==> config.mk <==
export PLATFORM = sky130hd
export DESIGN_NAME = dcat_top
export DESIGN_NICKNAME = d
export VERILOG_FILES = /design/src/dcat_pkg.sv /design/src/dcat_top.sv /design/src/dcat_ctx_mem.sv
export VERILOG_INCLUDE_DIRS = /design/src
export SDC_FILE = /design/constraint.sdc
export NUM_CORES = 1
export LEC_CHECK = 0
export BUFFER_PORTS_ARGS = -buffer_cell sky130_fd_sc_hd__buf_2
export CAP_MARGIN = 25
export CORE_AREA = 2 2 302 304
export CTS_CLUSTER_DIAMETER = 30
export DETAILED_ROUTE_END_ITERATION = 6
export DIE_AREA = 0 0 304 306
export GPL_TIMING_DRIVEN = 0
export PLACE_DENSITY_LB_ADDON = 0.12
export REMOVE_ABC_BUFFERS = 1
export SETUP_SLACK_MARGIN = 0.1
export SKIP_CTS_REPAIR_TIMING = 1
export SLEW_MARGIN = 20
export SYNTH_ARGS = -nofsm -noshare
export SYNTH_HDL_FRONTEND = slang
export SYNTH_SLANG_ARGS = --single-unit
export TNS_END_PERCENT = 1
==> constraint.sdc <==
create_clock -name clock -period 17.6 [get_ports clock]
set_input_delay 0.88 -clock clock [delete_from_list [all_inputs] [get_ports clock]]
set_output_delay 0.88 -clock clock [all_outputs]
set_load 0.02 [all_outputs]
==> src/dcat_map.svh <==
// Constants for the DMA channel arbiter and its AHB master.
// Assumes inclusion by the package and by the top module.
`ifndef DCAT_MAP_SVH
`define DCAT_MAP_SVH

// Field widths
`define DCAT_ADDR_W 32
`define DCAT_DATA_W 32
`define DCAT_CNT_W 16
`define DCAT_PRIO_W 2
`define DCAT_SIZE_W 3

// Item index values
`define DCAT_IDX_ZERO 16'h0000
`define DCAT_IDX_ONE 16'h0001

// AHB encodings
`define DCAT_HTRANS_IDLE 2'h0
`define DCAT_HTRANS_NONSEQ 2'h2
`define DCAT_HBURST_SINGLE 3'h0
`define DCAT_HSIZE_WORD 3'h2

// Sequencer state codes, Gray along the service path
`define DCAT_ST_IDLE 3'h0
`define DCAT_ST_ARB 3'h1
`define DCAT_ST_ADDR 3'h3
`define DCAT_ST_RADR 3'h2
`define DCAT_ST_RDAT 3'h6
`define DCAT_ST_WADR 3'h7
`define DCAT_ST_WDAT 3'h5
`define DCAT_ST_ACK 3'h4

`endif

==> src/dcat_pkg.sv <==
// Types shared by the DMA channel arbiter files.
// Assumes dcat_map.svh is on the include path.
`include "dcat_map.svh"

package dcat_pkg;

  typedef enum logic [2:0] {
    st_idle = `DCAT_ST_IDLE,
    st_arb = `DCAT_ST_ARB,
    st_addr = `DCAT_ST_ADDR,
    st_radr = `DCAT_ST_RADR,
    st_rdat = `DCAT_ST_RDAT,
    st_wadr = `DCAT_ST_WADR,
    st_wdat = `DCAT_ST_WDAT,
    st_ack = `DCAT_ST_ACK
  } dcat_state_t;

  // Per-channel setup, source and destination each independent
  typedef struct packed {
    logic enable;
    logic mem2mem;
    logic [`DCAT_PRIO_W-1:0] prio;
    logic [`DCAT_CNT_W-1:0] count;
    logic [`DCAT_ADDR_W-1:0] src_start;
    logic [`DCAT_ADDR_W-1:0] dst_start;
    logic [`DCAT_SIZE_W-1:0] src_size;
    logic [`DCAT_SIZE_W-1:0] dst_size;
    logic src_inc;
    logic dst_inc;
  } dcat_chan_cfg_t;

  typedef struct packed {
    logic [`DCAT_ADDR_W-1:0] haddr;
    logic [1:0] htrans;
    logic hwrite;
    logic [2:0] hsize;
    logic [2:0] hburst;
    logic [`DCAT_DATA_W-1:0] hwdata;
  } dcat_ahb_req_t;

  typedef struct packed {
    logic [`DCAT_DATA_W-1:0] hrdata;
    logic hready;
    logic hresp;
  } dcat_ahb_rsp_t;

endpackage : dcat_pkg

==> src/dcat_top.sv <==
// Multi-channel DMA controller: channel arbiter and one AHB master.
// Assumes a single-layer AHB view with hready stretching every phase.
//
// Functional notes
// - Peripheral channels move each item under request then acknowledge handshake.
// - Memory-to-memory channel is pending as soon as it is enabled.
// - Arbitration is rerun after every single data item.
// - Item order: arbitration, address computation, read/write transfer, acknowledge.
// - Single-item block omits the final acknowledge step.
// - Arbitration plus address computation takes two cycles; wait states do not stretch it.
// - AHB peripheral read takes two cycles minimum, more when bus shared.
// - Memory write takes two cycles minimum, longer with wait states.
// - APB read takes two APB cycles plus bridge sync cycle.
// - When idle or after transfer, grant highest priority pending channel.
// - Peripheral-to-memory and memory-to-peripheral have identical service latency.
// - One channel: no new request until previous done; idle ack phase one cycle.
// - With several requests, arbitrate during last cycles of current access.
// - Two controllers on distinct slaves run in parallel without arbitration.
// - Bus matrix serves CPU first within round; round-robin bandwidth share.
// - While bridge completes an APB access, master port stays busy.
// - Concurrent CPU access to same APB adds four cycles latency.
// - Bus matrix grants the master one single word, then re-arbitrates.
// - Strict priority between channels; low priority may starve.
// - Each channel holds count, start address, width, increment per side.
`timescale 1ns/1ps
`include "dcat_map.svh"

module dcat_top
  import dcat_pkg::*;
#(
  parameter int NUM_CH = 7
) (
  // Clock and reset
  input wire logic clock,
  input wire logic reset,
  // Channel setup
  input wire dcat_chan_cfg_t chan_cfg [NUM_CH],
  // Peripheral handshake
  input wire logic [NUM_CH-1:0] per_req,
  output logic [NUM_CH-1:0] per_ack_reg,
  // Status
  output logic [NUM_CH-1:0] block_done_reg,
  output logic xfer_error_reg,
  output logic busy_reg,
  output logic [$clog2(NUM_CH)-1:0] grant_id_reg,
  // AHB master port
  output dcat_ahb_req_t ahb_req_reg,
  input wire dcat_ahb_rsp_t ahb_rsp
);

  localparam int IDW = $clog2(NUM_CH);

  generate
    if (NUM_CH < 2 || NUM_CH > 16) begin : g_bad
      $error("dcat_top: NUM_CH must be 2 to 16");
    end
  endgenerate

  ////////////////////////////////////////////////////////////////////////////
  // Arbitration

  // Strict priority, ties to lower index
  function automatic logic [IDW-1:0] pick_winner(
    input logic [NUM_CH-1:0] pend,
    input dcat_chan_cfg_t cfg [NUM_CH]
  );
    logic [IDW-1:0] best;
    logic [`DCAT_PRIO_W-1:0] best_prio;
    logic found;
    best = '0;
    best_prio = '0;
    found = 1'b0;
    for (int i = NUM_CH - 1; i >= 0; i--) begin
      if (pend[i] && (!found || cfg[i].prio >= best_prio)) begin
        best = IDW'(i);
        best_prio = cfg[i].prio;
        found = 1'b1;
      end
    end
    return best;
  endfunction : pick_winner

  ////////////////////////////////////////////////////////////////////////////
  // Declarations

  dcat_state_t state_reg;
  dcat_state_t state_next;
  logic [IDW-1:0] grant_reg;
  logic [`DCAT_CNT_W-1:0] idx_reg;
  logic [`DCAT_ADDR_W-1:0] dst_addr_reg;
  logic [`DCAT_DATA_W-1:0] data_reg;
  logic [NUM_CH-1:0] fresh_reg;
  logic [NUM_CH-1:0] complete_reg;
  logic [NUM_CH-1:0] hold_reg;
  logic [NUM_CH-1:0] pending;
  logic [`DCAT_CNT_W-1:0] ctx_rdata;
  logic [IDW-1:0] winner;
  logic any_pending;
  dcat_chan_cfg_t gcfg;
  logic [`DCAT_CNT_W-1:0] idx_now;
  logic [`DCAT_CNT_W-1:0] idx_inc;
  logic [`DCAT_ADDR_W-1:0] src_addr_now;
  logic [`DCAT_ADDR_W-1:0] dst_addr_now;
  logic hready;
  logic rd_done;
  logic wr_done;
  logic item_done;
  logic bus_err;
  logic last_item;
  logic need_ack;
  logic take_grant;

  ////////////////////////////////////////////////////////////////////////////
  // Pending requests and selection

  generate
    for (genvar i = 0; i < NUM_CH; i++) begin : g_pend
      // Finishing channel drops out of the back-to-back pick
      assign pending[i] = chan_cfg[i].enable && !complete_reg[i] && !hold_reg[i]
        && chan_cfg[i].count != `DCAT_IDX_ZERO
        && !(wr_done && grant_reg == IDW'(i) && (last_item || need_ack || ahb_rsp.hresp))
        && (chan_cfg[i].mem2mem || per_req[i]);
    end
  endgenerate

  assign any_pending = |pending;
  assign winner = pick_winner(pending, chan_cfg);
  assign gcfg = chan_cfg[grant_reg];

  ////////////////////////////////////////////////////////////////////////////
  // Handshake and bus status decode

  assign hready = ahb_rsp.hready;
  assign bus_err = ahb_rsp.hresp && hready && (state_reg == st_rdat || state_reg == st_wdat);
  assign rd_done = state_reg == st_rdat && hready;
  assign wr_done = state_reg == st_wdat && hready;
  assign item_done = wr_done && !ahb_rsp.hresp;
  assign idx_inc = idx_reg + `DCAT_IDX_ONE;
  assign last_item = idx_inc == gcfg.count;
  assign need_ack = !gcfg.mem2mem && gcfg.count != `DCAT_IDX_ONE;
  assign take_grant = state_reg == st_arb
    || ((wr_done || state_reg == st_ack) && any_pending);

  ////////////////////////////////////////////////////////////////////////////
  // Address computation

  assign idx_now = fresh_reg[grant_reg] ? `DCAT_IDX_ZERO : ctx_rdata;
  assign src_addr_now = gcfg.src_start
    + (gcfg.src_inc ? (`DCAT_ADDR_W'(idx_now) << gcfg.src_size) : '0);
  assign dst_addr_now = gcfg.dst_start
    + (gcfg.dst_inc ? (`DCAT_ADDR_W'(idx_now) << gcfg.dst_size) : '0);

  ////////////////////////////////////////////////////////////////////////////
  // Per-channel item index store

  dcat_ctx_mem #(
    .WIDTH(`DCAT_CNT_W),
    .DEPTH(NUM_CH)
  ) u_ctx (
    .clock(clock),
    .we(item_done),
    .waddr(grant_reg),
    .wdata(idx_inc),
    .raddr(winner),
    .rdata_reg(ctx_rdata)
  );

  ////////////////////////////////////////////////////////////////////////////
  // Sequencer next state

  always_comb begin
    state_next = state_reg;
    case (state_reg)
      st_idle: begin
        if (any_pending) begin
          state_next = st_arb;
        end
      end
      st_arb: begin
        state_next = st_addr;
      end
      st_addr: begin
        state_next = st_radr;
      end
      st_radr: begin
        if (hready) begin
          state_next = st_rdat;
        end
      end
      st_rdat: begin
        if (bus_err) begin
          state_next = st_idle;
        end else if (hready) begin
          state_next = st_wadr;
        end
      end
      st_wadr: begin
        if (hready) begin
          state_next = st_wdat;
        end
      end
      st_wdat: begin
        if (!hready) begin
          state_next = st_wdat;
        end else if (!bus_err && need_ack) begin
          state_next = st_ack;
        end else if (any_pending) begin
          state_next = st_addr;
        end else begin
          state_next = st_idle;
        end
      end
      st_ack: begin
        if (any_pending) begin
          state_next = st_addr;
        end else begin
          state_next = st_idle;
        end
      end
      default: begin
        state_next = st_idle;
      end
    endcase
  end

  ////////////////////////////////////////////////////////////////////////////
  // Sequencer registers

  always_ff @(posedge clock) begin
    if (reset) begin
      state_reg <= st_idle;
      busy_reg <= 1'b0;
    end else begin
      state_reg <= state_next;
      busy_reg <= state_next != st_idle;
    end
  end

  always_ff @(posedge clock) begin
    if (reset) begin
      grant_reg <= '0;
      grant_id_reg <= '0;
    end else if (take_grant) begin
      grant_reg <= winner;
      grant_id_reg <= winner;
    end
  end

  always_ff @(posedge clock) begin
    if (reset) begin
      idx_reg <= '0;
      dst_addr_reg <= '0;
    end else if (state_reg == st_addr) begin
      idx_reg <= idx_now;
      dst_addr_reg <= dst_addr_now;
    end
  end

  always_ff @(posedge clock) begin
    if (reset) begin
      data_reg <= '0;
    end else if (rd_done) begin
      data_reg <= ahb_rsp.hrdata;
    end
  end

  ////////////////////////////////////////////////////////////////////////////
  // AHB master: single NONSEQ transfers only

  always_ff @(posedge clock) begin
    if (reset) begin
      ahb_req_reg.haddr <= '0;
      ahb_req_reg.htrans <= `DCAT_HTRANS_IDLE;
      ahb_req_reg.hwrite <= 1'b0;
      ahb_req_reg.hsize <= `DCAT_HSIZE_WORD;
      ahb_req_reg.hburst <= `DCAT_HBURST_SINGLE;
    end else begin
      ahb_req_reg.hburst <= `DCAT_HBURST_SINGLE;
      if (state_reg == st_addr) begin
        ahb_req_reg.haddr <= src_addr_now;
        ahb_req_reg.htrans <= `DCAT_HTRANS_NONSEQ;
        ahb_req_reg.hwrite <= 1'b0;
        ahb_req_reg.hsize <= gcfg.src_size;
      end else if (rd_done && !bus_err) begin
        ahb_req_reg.haddr <= dst_addr_reg;
        ahb_req_reg.htrans <= `DCAT_HTRANS_NONSEQ;
        ahb_req_reg.hwrite <= 1'b1;
        ahb_req_reg.hsize <= gcfg.dst_size;
      end else if ((state_reg == st_radr || state_reg == st_wadr) && hready) begin
        ahb_req_reg.htrans <= `DCAT_HTRANS_IDLE;
      end
    end
  end

  always_ff @(posedge clock) begin
    if (reset) begin
      ahb_req_reg.hwdata <= '0;
    end else if (state_reg == st_wadr && hready) begin
      ahb_req_reg.hwdata <= data_reg;
    end
  end

  ////////////////////////////////////////////////////////////////////////////
  // Per-channel flags, acknowledge and completion

  generate
    for (genvar i = 0; i < NUM_CH; i++) begin : g_chan
      logic mine;
      assign mine = grant_reg == IDW'(i);

      always_ff @(posedge clock) begin
        if (reset) begin
          fresh_reg[i] <= 1'b1;
        end else if (!chan_cfg[i].enable) begin
          fresh_reg[i] <= 1'b1;
        end else if (item_done && mine) begin
          fresh_reg[i] <= 1'b0;
        end
      end

      always_ff @(posedge clock) begin
        if (reset) begin
          complete_reg[i] <= 1'b0;
        end else if (mine && ((item_done && last_item) || bus_err)) begin
          complete_reg[i] <= 1'b1;
        end else if (!chan_cfg[i].enable) begin
          complete_reg[i] <= 1'b0;
        end
      end

      // Held until the peripheral drops its request
      always_ff @(posedge clock) begin
        if (reset) begin
          hold_reg[i] <= 1'b0;
        end else if (item_done && mine && need_ack) begin
          hold_reg[i] <= 1'b1;
        end else if (!per_req[i]) begin
          hold_reg[i] <= 1'b0;
        end
      end

      always_ff @(posedge clock) begin
        if (reset) begin
          per_ack_reg[i] <= 1'b0;
          block_done_reg[i] <= 1'b0;
        end else begin
          per_ack_reg[i] <= item_done && mine && need_ack;
          block_done_reg[i] <= item_done && mine && last_item;
        end
      end
    end
  endgenerate

  always_ff @(posedge clock) begin
    if (reset) begin
      xfer_error_reg <= 1'b0;
    end else begin
      xfer_error_reg <= bus_err;
    end
  end

endmodule : dcat_top

==> src/dcat_ctx_mem.sv <==
// Small per-channel context store with registered read data.
// Assumes one write and one read port on the same clock.
`timescale 1ns/1ps

module dcat_ctx_mem #(
  parameter int WIDTH = 16,
  parameter int DEPTH = 7
) (
  // Clock
  input wire logic clock,
  // Write port
  input wire logic we,
  input wire logic [$clog2(DEPTH)-1:0] waddr,
  input wire logic [WIDTH-1:0] wdata,
  // Read port
  input wire logic [$clog2(DEPTH)-1:0] raddr,
  output logic [WIDTH-1:0] rdata_reg
);

  generate
    if (DEPTH < 2 || WIDTH < 1) begin : g_bad
      $error("dcat_ctx_mem: DEPTH must be at least 2");
    end
  endgenerate

  logic [WIDTH-1:0] mem [DEPTH];

  // Write-first so a same-cycle reread sees the new value
  always_ff @(posedge clock) begin
    if (we) begin
      mem[waddr] <= wdata;
    end
    if (we && waddr == raddr) begin
      rdata_reg <= wdata;
    end else begin
      rdata_reg <= mem[raddr];
    end
  end

endmodule : dcat_ctx_mem

Word-level counts from Yosys, hierarchy flattened
Memories as Yosys holds them, arrays and structs flattened. A register that Yosys moved wholly into a read port is not among the register bits.
Cells that the tools add are included.
- logic and storage cells: 336
- memory bits (writable): 112
- memories: 1
- flip-flop bits (word level): 195
- magnitude comparators: 8
- equality and inequality tests: 29
- bitwise logic cells: 8
- shifts and indexed selects: 2
- add/subtract/negate cells: 3
- muxes and demuxes: 71
- reductions and logical operators: 166
- memories (name ; words ; bits a word ; read ports ; clocked after memory_dff ; write ports ; line ; source):
    u_ctx.mem ; 7 ; 16 ; 1 ; 1 ; 1 ; dcat_ctx_mem.sv:26 ; logic [WIDTH-1:0] mem [DEPTH];
- operators with widths (cell ; number):
    $bmux W92 S3 ; 1
    $mux W91 ; 2
    $reduce_bool A16 Y1 ; 7
    $mux W32 ; 3
    $logic_and A1 B1 Y1 ; 95
    $add A32 B32 Y32 ; 2
    $shl A16 B3 Y32 ; 2
    $mux W3 ; 14
    $mux W38 ; 1
    $mux W1 ; 37
    $logic_not A1 Y1 ; 30
    $ne A2 B1 Y1 const B ; 14
    $pmux W3 S8 ; 1
    $eq A3 B3 Y1 const B ; 7
    $logic_or A1 B1 Y1 ; 20
    $mux W2 ; 9
    $add A16 B1 Y16 const B ; 1
    $eq A16 B16 Y1 ; 1
    $mux W16 ; 1
    $ne A16 B1 Y1 const B ; 1
    $reduce_or A2 Y1 ; 8
    $eq A3 B2 Y1 const B ; 4
    $ge A2 B2 Y1 ; 6
    $not A1 Y1 ; 7
    other kinds (10) ; 13

Longest topological paths before layout
Gate-level depths: netlist of the first run.
- word-level depth: 37
- depth in mapped cells: 51

Modules after synthesis
Synthesis of the first run repeated with hierarchy kept, for this count alone.
- cells, all modules: 2453
- area, all modules: 22028.6 µm²
- modules (own cells, without submodules) (module ; area an instance (µm²) ; cells an instance ; sequential area each (µm²) ; times used):
    dcat_top ; 17397.9 ; 2213 ; 3843.7 ; 1
    dcat_ctx_mem ; 4630.7 ; 240 ; 3423.3 ; 1

Worst setup path before layout of the first run
OpenSTA, ideal clock, no wires.
- kind: input to register
- start point: in chan_cfg[72] in the netlist's numbering
- end point: reg grant_reg[2]
- path slack: 7.989 ns
- setup time: 0.070 ns
- required time: 17.530 ns
- stages on the path: 46
- arrival time: 9.541 ns
- path through: mux2_1 -> a221o_1 -> and3_4 -> nor4_2 -> nand4_1 -> nor4_4 -> a211oi_4 -> and2_1 -> ha_1 -> nand2b_1 -> a21oi_1 -> a211oi_1 -> a21o_1 -> ha_1 -> nand2b_1 -> a21o_1 -> o21bai_1 -> a221o_1 -> [10 not listed] -> a21oi_1 -> o41ai_1 -> nand2_1 -> o211ai_1 -> o21ai_0 -> ha_1 -> a21boi_0 -> o21ai_0 -> a21boi_1 -> o22ai_1 -> a31oi_1 -> ha_1 -> nand2b_1 -> a21oi_1 -> nor2b_1 -> a211oi_1 -> o2111ai_1 -> a21oi_1
- word-level cells in the longest chain between the ends: 36
- elaborated cells between the ends (all ways): 84
- ends and longest elaborated chain (what ; line ; source):
    start, declared ; dcat_top.sv:37 ; input wire dcat_chan_cfg_t chan_cfg [NUM_CH],
    $bmux W92 S3 ; dcat_top.sv:128 ; assign gcfg = chan_cfg[grant_reg];
    $mux W91 (implied by the code) (2 in a row) ; dcat_top.sv:128 ;
    $ne A16 B1 Y1 (no line) ; -- ;
    $logic_and A1 B1 Y1 (no line) ; -- ;
    $logic_or A1 B1 Y1 (2 in a row) ; dcat_top.sv:121 ; && !(wr_done && grant_reg == IDW'(i) && (last_item || need_ack || ahb_rsp.hresp))
    $logic_and A1 B1 Y1 ; dcat_top.sv:121 ;
    $logic_not A1 Y1 ; dcat_top.sv:121 ;
    $logic_and A1 B1 Y1 (2 in a row) ; dcat_top.sv:119 ; assign pending[i] = chan_cfg[i].enable && !complete_reg[i] && !hold_reg[i]
    [17 not listed] ; -- ;
    $ge A2 B2 Y1 / $logic_not A1 Y1 (equally long branches) ; dcat_top.sv:74 ; if (pend[i] && (!found || cfg[i].prio >= best_prio)) begin
    $logic_or A1 B1 Y1 ; dcat_top.sv:74 ;
    $logic_and A1 B1 Y1 ; dcat_top.sv:74 ;
    $mux W2 / $mux W1 (equally long branches) ; dcat_top.sv:74 ;
    $ge A2 B2 Y1 / $logic_not A1 Y1 (equally long branches) ; dcat_top.sv:74 ;
    $logic_or A1 B1 Y1 ; dcat_top.sv:74 ;
    $logic_and A1 B1 Y1 ; dcat_top.sv:74 ;
    $mux W3 ; dcat_top.sv:74 ;
    end signal, assigned ; dcat_top.sv:244 ; grant_reg <= winner;
    end, declared ; dcat_top.sv:88 ; logic [IDW-1:0] grant_reg;
Parallel ways exist; a longest one is shown, timed or not. The select of a mux whose other input is x is not followed.
A chain may end at the register's enable or synchronous reset.

Worst setup path after layout of the first run
- start point: reg grant_reg[0]
- end point: reg grant_reg[2]
- word-level cells in the longest chain between the ends: 37
- elaborated cells between the ends (all ways): 98
- ends and longest elaborated chain (what ; line):
    $not A3 Y4 (implied by the code) ; dcat_top.sv:128
    $bmux W92 S3 ; dcat_top.sv:128
    $mux W91 (implied by the code) (2 in a row) ; dcat_top.sv:128
    $ne A16 B1 Y1 (no line) / $logic_not A1 Y1 (equally long branches) ; --
    $logic_and A1 B1 Y1 (no line) ; --
    $logic_or A1 B1 Y1 (2 in a row) ; dcat_top.sv:121
    $logic_and A1 B1 Y1 ; dcat_top.sv:121
    $logic_not A1 Y1 ; dcat_top.sv:121
    [19 not listed] ; --
    $ge A2 B2 Y1 / $logic_not A1 Y1 (equally long branches) ; dcat_top.sv:74
    $logic_or A1 B1 Y1 ; dcat_top.sv:74
    $logic_and A1 B1 Y1 ; dcat_top.sv:74
    $mux W2 / $mux W1 (equally long branches) ; dcat_top.sv:74
    $ge A2 B2 Y1 / $logic_not A1 Y1 (equally long branches) ; dcat_top.sv:74
    $logic_or A1 B1 Y1 ; dcat_top.sv:74
    $logic_and A1 B1 Y1 ; dcat_top.sv:74
    $mux W3 ; dcat_top.sv:74
Parallel ways exist; a longest one is shown, timed or not. The select of a mux whose other input is x is not followed.

==> out/metrics.yaml, run 1 <==
cells_and_area:
  drive_above_1_share_pct: 36.0
  fillerInstances: 9319
  finalNetCount: 3813
  syn_to_final_growth_pct: 40.4
  largest_register_ffs: 112
routing:
  drcViolationCount: 0
  routed_wl_mm: 94.5
  vias: 21600
  avgRoutedWirePerCell_um: 21.9
  first_pass_iters: 7
  ant_nets: 0
  via_per_inst: 5.01
  drt_iter0_markers: 1286
timing:
  setup-violations-final: 0
  tightestPinTransition_ns: 1.09
  hold_viol_final: 0
  period_needed_ns: 11.78
  period_share_pct: 66.9
  fin_ws_ns: 5.82
  rsz0062_at_grt: "no"
  max_freq_mhz: 84.9
  slew_headroom_pct: 26.8
  report.final.slew_viol_count: 0
  skew_ns: 0.0458
setup_path:
  r2r-end: "grant_reg[2]"
  endpoint_kind: "register"
  r2r_slack_ns: 5.82
  startpoint: "grant_reg[0]"
  rr_worst_depth: 47
  worst_ep_required_time_ns: 18.15
  regToRegStartpoint: "grant_reg[0]"
  crit_fanout: 25
  cp_data_arrival_time_ns: 12.32
  path_class: "register to register"
  crit_top_cell: "ha_1"
  max_stage_delay_ns: 0.75
  cp_slowest_cell: "nor2_1"
  crit_path_end: "grant_reg[2]"
  critPathLaunchType: "register"
die:
  initial_core_util_pct: 23.7
  io_pins: 779
  die_x_um: 304
  die_y_um: 306
  coreArea_um2: 89600
  fp.dieArea_um2: 93000
  rows: 110
clock_tree:
  clock_path_buffers: 3
  cts_root_buf: "clkbuf_16"
  cts_sinks: 307
  clk_latency_ns: 0.63
  clk_pin_slew_ns: 0.05
  cts_tree: "yes"
  h-tree-depth: 3
  cts_buffers: 86
power_and_ir_drop:
  power_frac_comb_pct: 27.7
  p_int_mw: 2.25
  p_clk_share_pct: 48.0
  switching_share_pct: 32.2
  pwr-share-seq_pct: 24.3
  p_leak_nw: 12.4
  powerDensity_nw_per_um2: 111
  p_switching_mw: 1.07
  power_mw: 3.31
  ir_drop_v: 0.0000816
placed_design:
  gp_congestion: 0.880
  preCtsSetupSlack_ns: 5.67
  place_hpwl_mm: 75.2
  portBuffers: 774
status:
  outcome: "finished clean"
yosys:
  ys_ff_latch: 307
  synth_area_um2: 21200
  yosys_warnings: 0
  synthArstFlopShare_pct: 0
  synthFlopType: "dfxtp_1"
  synth_edf_count: 112
  synth_area_per_cell_um2: 9.13
  ys_seq_area_share_pct: 34.3
  ys_types: 83
  synthCells: 2323
global_routing:
  antenna_found_initial: 15
  grt_pass1_wl_mm: 137
  globalRoute.totalOverflow: 0
  grt_pass1_vias: 21800
  grt_max_degree: 83
  track_usage_pct: 19.4
worst_hold_path:
  min_path_type: "register to register"
run:
  maxCapViolations: 0
-- cell usage after synthesis (36+ instances only) --
master	instances	area, um2
a221o_1	39	390
a22oi_1	49	368
mux4_2	90	2030
nand2_1	354	1330
inv_1	41	154
edfxtp_1	112	3360
mux2_2	36	405
dfxtp_1	195	3900
mux2i_1	173	1730
ha_1	59	738
nor2_1	167	627
clkbuf_1	103	387
a21oi_1	234	1170
o21ai_0	113	566
-- cell type report --
| type | instances | area [um2] | area share [%] |
|---|---|---|---|
| multi-input combinational | 1816 | 13200 | 44.3 |
| sequential | 307 | 7280 | 24.5 |
| timing repair buffer | 811 | 4590 | 15.4 |
| clock buffer | 112 | 2400 | 8.06 |
| tap | 1176 | 1470 | 4.94 |
| clock inverter | 46 | 638 | 2.14 |
| inverter | 43 | 169 | 0.567 |
| antenna | 8 | 20.0 | 0.0672 |
-- power groups by stage --
stage	clock (mW)	sequential (mW)	combinational, mW
finish	1.59	0.804	0.918
global route	1.66	0.809	1.00
CTS	1.62	0.806	0.925
detailed placement	0	0.818	0.920
global placement	0	0.872	0.895
floorplan	0	0.848	0.565
-- logic make-up (layout without fill, tap and decap cells) --
kind of cell / count (synthesis) / count (layout) / share of synthesized area (%)
simple gates: 748 / 748 / 16.0
xor+xnor: 68 / 68 / 2.88
compound gates: 632 / 632 / 19.4
mux: 303 / 303 / 19.8
buf+inv: 203 / 1012 / 3.91
flops: 307 / 307 / 34.3
other cells: 1 / 12 / 0.0177
fa+ha+maj: 61 / 61 / 3.67
-- metrics by stage --
step / utilization (%) / hold slack (ns) / instance area (um2) / instances / TNS, ns
global route: 33.2 / 0.444 / 29800 / 4314 / 0
detailed placement: 29.8 / 0.439 / 26700 / 4152 / 0
CTS: 33.2 / 0.443 / 29800 / 4310 / 0
floorplan: - / 0.417 / 20500 / 2166 / -13.10
global placement: 28.9 / 0.432 / 25900 / 4116 / -1413.98
finish: 33.2 / 0.445 / 29800 / 4319 / 0
-- placed cells by master, fill, tap and decap left out, drive strengths merged, types with 25 or more instances in the layout --
cell,count
nor4,35
a22oi,49
edfxtp,112
xor2,33
clkbuf,112
a221o,39
nor3,25
dfxtp,195
nor2,167
ha,59
inv,44
o21ai,121
mux2i,173
nand3,35
xnor2,34
a21oi,234
nand2,354
a22o,28
mux2,40
clkinv,27
a21o,27
mux4,90
buf,811
-- critical path, delay by kind of cell (launching register included) --
family | cells | cell delay, ns
flops | 1 | 0.44
simple gates | 11 | 2.43
compound gates | 28 | 6.98
fa+ha+maj | 6 | 1.51
buf+inv | 2 | 0.31
-- layer usage --
metal  up-vias  track usage [%]  share of wire, %
li1      10200                -                 -
met1     10400             23.9                42
met2       830             33.4                49
met3       127             4.64               6.7
met4         6             5.85               2.7
met5         -                0             0.036
-- worst min-delay path by stage --
| stage | startpoint | to | slack (ns) | cells after the start |
|---|---|---|---|---|
| after detailed placement | fresh_reg[2] | fresh_reg[2] | 0.44 | 2 |
| after global routing | chan_cfg[183] | fresh_reg[5] | 0.44 | 2 |
| after floorplan | fresh_reg[2] | fresh_reg[2] | 0.42 | 2 |
| final | fresh_reg[3] | fresh_reg[3] | 0.45 | 2 |
| after CTS | chan_cfg[183] | fresh_reg[5] | 0.44 | 2 |
| after global placement | fresh_reg[2] | fresh_reg[2] | 0.43 | 2 |
Power figures use the tool's default switching activity.
==> inputs of run 2 (changes only) <==
- clock period: 17.6 -> 11.5 ns (I/O delays scaled with it)
==> run 2 against run 1 <==
Net effect:
- cell area increased by 0.57%
- flip-flop and latch count unchanged
- combinational power increased by 55%
- critical endpoint unchanged
- largest cell class unchanged
- highest routed layer unchanged
==> out/metrics.yaml, run 2 (same netlist as run 1, synthesis figures left out) <==
clock_tree:
  clock_path_buffers: 3
  cts_sinks: 307
  cts_buffers: 86
  cts_tree: "yes"
  clk_pin_slew_ns: 0.04
  clk_latency_ns: 0.63
  h-tree-depth: 3
  cts_root_buf: "clkbuf_16"
cells_and_area:
  largest_register_ffs: 112
  multi_input_area_um2: 13200
  fillerInstances: 9306
  drive_above_1_share_pct: 36.4
  final_common_cell: "buf_2"
  mostFrequentLayoutCells: "buf_2 (773), nand2_1 (354), a21oi_1 (234)"
  syn_to_final_growth_pct: 41.2
  seqCellArea_um2: 7280
  finalNetCount: 3826
die:
  die_x_um: 304
  coreArea_um2: 89600
  rows: 110
  fp.dieArea_um2: 93000
  initial_core_util_pct: 23.7
  io_pins: 779
  die_y_um: 306
setup_path:
  max_stage_delay_ns: 0.48
  crit_top_cell: "ha_1"
  cp_data_arrival_time_ns: 11.25
  worst_ep_required_time_ns: 12.04
  endpoint_kind: "register"
  cp_slowest_cell: "dfxtp_4"
  critPathLaunchType: "register"
  path_class: "register to register"
  crit_fanout: 32
placed_design:
  gp_congestion: 0.880
  place_hpwl_mm: 75.2
  portBuffers: 774
  preCtsSetupSlack_ns: -0.433
power_and_ir_drop:
  powerDensity_nw_per_um2: 170
  power_mw: 5.08
  p_leak_nw: 12.5
  ir_drop_v: 0.000125
global_routing:
  antenna_found_initial: 15
  grt_pass1_vias: 21800
  globalRoute.totalOverflow: 0
  grt_max_degree: 83
  grt_pass1_wl_mm: 137
  track_usage_pct: 19.4
timing:
  hold_viol_final: 0
  fin_ws_ns: 0.790
  slew_headroom_pct: 30.9
  report.final.slew_viol_count: 0
  max_freq_mhz: 93.4
  skew_ns: 0.0448
  period_share_pct: 93.1
  period_needed_ns: 10.71
  setup-violations-final: 0
  rsz0062_at_grt: "no"
  tightestPinTransition_ns: 1.03
routing:
  avgRoutedWirePerCell_um: 21.9
  vias: 21600
  via_per_inst: 4.99
  routed_wl_mm: 94.8
  drt_iter0_markers: 1314
  drcViolationCount: 0
  first_pass_iters: 5
  ant_nets: 0
run:
  maxCapViolations: 0
status:
  outcome: "finished clean"
worst_hold_path:
  min_path_type: "input pin to register"
==> run 2: where the power goes <==
part	internal (mW)	total [mW]	switching [mW]	leakage (nW)
Sequential	1.16	1.23	0.0686	2.61
Combinational	0.613	1.42	0.808	8.43
Clock	1.67	2.43	0.757	1.46
Total	3.45	5.08	1.63	12.5
==> run 2: per-layer routing <==
| metal | share of wire (%) | vias up | global-route usage [%] |
|---|---|---|---|
| li1 | - | 10200 | - |
| met1 | 42 | 10400 | 23.9 |
| met2 | 49 | 793 | 33.4 |
| met3 | 6.8 | 129 | 4.64 |
| met4 | 2.8 | 6 | 5.85 |
| met5 | 0.036 | - | 0 |
==> run 2: cell type report <==
class	count	share of cell area [%]
inverters	43	0.572
clock inverters	46	2.13
repair buffers	824	15.8
well taps	1176	4.91
clock buffers	112	8.01
multi-input cells	1816	44.2
flip-flops and latches	307	24.3
diodes	8	0.0668
==> run 2: critical path: cells and delay by family, from the launching register on <==
| family | cells | cell delay [ns] |
|---|---|---|
| buffers and inverters | 4 | 0.74 |
| XOR/XNOR | 1 | 0.41 |
| AO/OA/AOI/OAI | 26 | 5.52 |
| adder cells (fa/ha/maj) | 6 | 1.51 |
| AND/OR/NAND/NOR | 12 | 1.95 |
| flip-flops | 1 | 0.48 |
==> run 2: per-stage QoR <==
stage	utilization [%]	cells	hold WS, ns	setup TNS [ns]	cell area, um2
after floorplan	-	2166	0.417	-376.78	20500
after global placement	28.9	4116	0.432	-2359.48	25900
after detailed placement	29.8	4152	0.439	-1.77	26700
after CTS	33.2	4310	0.138	-2.18	29800
after global routing	33.4	4327	0.139	0	29900
final	33.4	4332	0.173	0	30000
==> run 2: worst paths after layout <==
| kind | from | endpoint | slack (ns) | depth (start not counted) |
|---|---|---|---|---|
| worst max-delay path | grant_reg[2] | grant_reg[2] | 0.79 | 49 |
| worst min-delay path | chan_cfg[183] | fresh_reg[5] | 0.17 | 2 |
| worst max register to register | grant_reg[2] | grant_reg[2] | 0.79 | 49 |
| worst min register to register | fresh_reg[3] | fresh_reg[3] | 0.44 | 2 |
==> inputs of run 3 (changes only) <==
- ABC_AREA: not set -> 1
- CORE_AREA: 2 2 302 304 -> 2 2 301 303
- DIE_AREA: 0 0 304 306 -> 0 0 303 305
==> run 3 against run 2 <==
Net effect:
- the flow now finishes with violations (design-rule violations)
- clock-buffer cell count is 16 higher
- worst hold slack better by 0.0022 ns
- synthesized cell count grew 35%
==> out/metrics.yaml, run 3 <==
status:
  outcome: "finished with violations"
  violations: "design-rule violations"
setup_path:
  r2r_slack_ns: 1.18
  rr_worst_depth: 61
  regToRegStartpoint: "grant_reg[0]"
  cp_top_family: "simple AND/OR/NAND/NOR gates"
  crit_buf_inv: 11
  cp_data_arrival_time_ns: 10.86
  crit_fanout: 73
  r2r-end: "grant_reg[1]"
  worst_ep_required_time_ns: 12.04
  crit_top_cell: "nand2_1"
  critPathLaunchType: "register"
  cp_slowest_cell: "nor2_4"
  max_stage_delay_ns: 0.57
  endpoint_kind: "register"
  path_class: "register to register"
yosys:
  synthFlopType: "dfxtp_1"
  synth_edf_count: 112
  ys_types: 64
  synth_area_um2: 21100
  yosysMostFrequentCell: "nand2_1"
  ys_ff_latch: 307
  yosys.area.top_type: "dfxtp_1"
  yosys-top-cells-area: "dfxtp_1 (19%), nand2_1 (18%), edfxtp_1 (16%)"
  synthArstFlopShare_pct: 0
  synth_area_per_cell_um2: 6.70
  synthCells: 3143
  yosys_warnings: 0
  synth_common_cells: "nand2_1 (989), nor2_1 (304), o21ai_0 (244), inv_1 (223), dfxtp_1 (195)"
  ys_seq_area_share_pct: 34.5
  synth_top_area_share_pct: 18.5
die:
  rows: 110
  initial_core_util_pct: 23.6
  fp.dieArea_um2: 92400
  coreArea_um2: 89300
  die_x_um: 303
  die_y_um: 305
  io_pins: 779
global_routing:
  grt_pass1_wl_mm: 158
  track_usage_pct: 23.3
  grt_max_degree: 100
  globalRoute.totalOverflow: 0
  antenna_found_initial: 12
  grt_pass1_vias: 24200
cells_and_area:
  finalNetCount: 4630
  multi_input_area_um2: 12300
  mostFrequentLayoutCells: "nand2_1 (988), buf_2 (773), nor2_1 (291)"
  seqCellArea_um2: 7280
  largest_register_ffs: 112
  fillerInstances: 9840
  syn_to_final_growth_pct: 41.0
  final_common_cell: "nand2_1"
  drive_above_1_share_pct: 26.6
  fin_util_pct: 33.2
power_and_ir_drop:
  p_clk_share_pct: 33.1
  pwr-share-seq_pct: 17.1
  powerDensity_nw_per_um2: 252
  ir_drop_v: 0.000124
  switching_share_pct: 45.1
  p_leak_nw: 13.8
  power_frac_comb_pct: 49.8
  p_switching_mw: 3.37
  p_int_mw: 4.11
routing:
  routed_wl_mm: 112
  avgRoutedWirePerCell_um: 21.8
  drt_iter0_markers: 2087
  first_pass_iters: 7
  drcViolationCount: 78
  vias: 25000
  ant_nets: 0
  via_per_inst: 4.87
placed_design:
  place_hpwl_mm: 87.0
  gp_congestion: 0.882
  portBuffers: 774
timing:
  slew_headroom_pct: 26.3
  tightestPinTransition_ns: 1.11
  period_needed_ns: 10.32
  report.final.slew_viol_count: 0
  setup-violations-final: 0
  tns_ns: 0
  max_freq_mhz: 96.9
  skew_ns: 0.0226
  period_share_pct: 89.7
  hold_viol_final: 0
  rsz0062_at_grt: "no"
worst_hold_path:
  min_path_type: "input pin to register"
  hold_depth: 2
  holdPathEnd: "fresh_reg[5]"
  min_from: "chan_cfg[183]"
run:
  maxCapViolations: 0
clock_tree:
  cts_tree: "yes"
  h-tree-depth: 3
  clk_latency_ns: 0.62
  clock_path_buffers: 3
  cts_sinks: 307
  cts_root_buf: "clkbuf_16"
  cts_buffers: 93
  clk_pin_slew_ns: 0.04
## run 3: how the worst max path moves through the flow
stage / startpoint / to / slack, ns / depth (start not counted)
final: grant_reg[0] / grant_reg[1] / 1.18 / 61
after CTS: grant_reg[1] / grant_reg[1] / 1.15 / 59
after global routing: grant_reg[0] / grant_reg[0] / 0.27 / 61
after detailed placement: grant_reg[1] / grant_reg[1] / 1.20 / 59
after global placement: grant_reg[1] / grant_reg[2] / -10.26 / 56
after floorplan: grant_reg[1] / grant_reg[1] / 0.09 / 54
## run 3: cell type report
class                   count  share of cell area (%)
flip-flops and latches    307                    24.5
clock inverters            42                    1.42
multi-input cells        2424                    41.4
diodes                      9                  0.0758
inverters                 241                    3.14
well taps                1176                    4.96
clock buffers             128                    8.85
repair buffers            815                    15.7
## run 3: per-stage QoR
step / power (mW) / setup WS, ns / hold WS (ns) / cells / instance area [um2]
finish: 7.48 / 1.18 / 0.175 / 5142 / 29700
floorplan: 3.50 / 0.0857 / 0.426 / 2972 / 20300
detailed placement: 4.99 / 1.20 / 0.440 / 4961 / 26600
global placement: 4.88 / -10.26 / 0.441 / 4922 / 25700
CTS: 7.50 / 1.15 / 0.140 / 5131 / 29700
global route: 8.00 / 0.274 / 0.155 / 5137 / 29700
## run 3: logic make-up (layout without fill, tap and decap cells)
kind of cell / after synthesis / in the layout / synth area share [%]
fa+ha+maj: 61 / 61 / 3.70
compound gates: 778 / 778 / 22.6
buf+inv: 415 / 1226 / 7.89
other cells: 1 / 13 / 0.0178
mux: 13 / 13 / 0.618
flops: 307 / 307 / 34.5
simple gates: 1561 / 1561 / 30.3
xor+xnor: 7 / 7 / 0.327
## run 3: per-layer routing
| metal | track usage [%] | up-vias | share of wire [%] |
|---|---|---|---|
| met5 | 0 | - | 0.016 |
| met4 | 5.80 | 4 | 2.1 |
| li1 | - | 12300 | - |
| met1 | 31.0 | 11600 | 45 |
| met2 | 36.6 | 967 | 45 |
| met3 | 6.75 | 148 | 8.4 |
## run 3: power by group through the flow
stage	clock (mW)	combinational (mW)	sequential [mW]
after floorplan	0	2.19	1.31
after CTS	2.52	3.70	1.28
after global routing	2.58	4.13	1.29
after detailed placement	0	3.69	1.30
after global placement	0	3.54	1.34
final	2.47	3.72	1.28
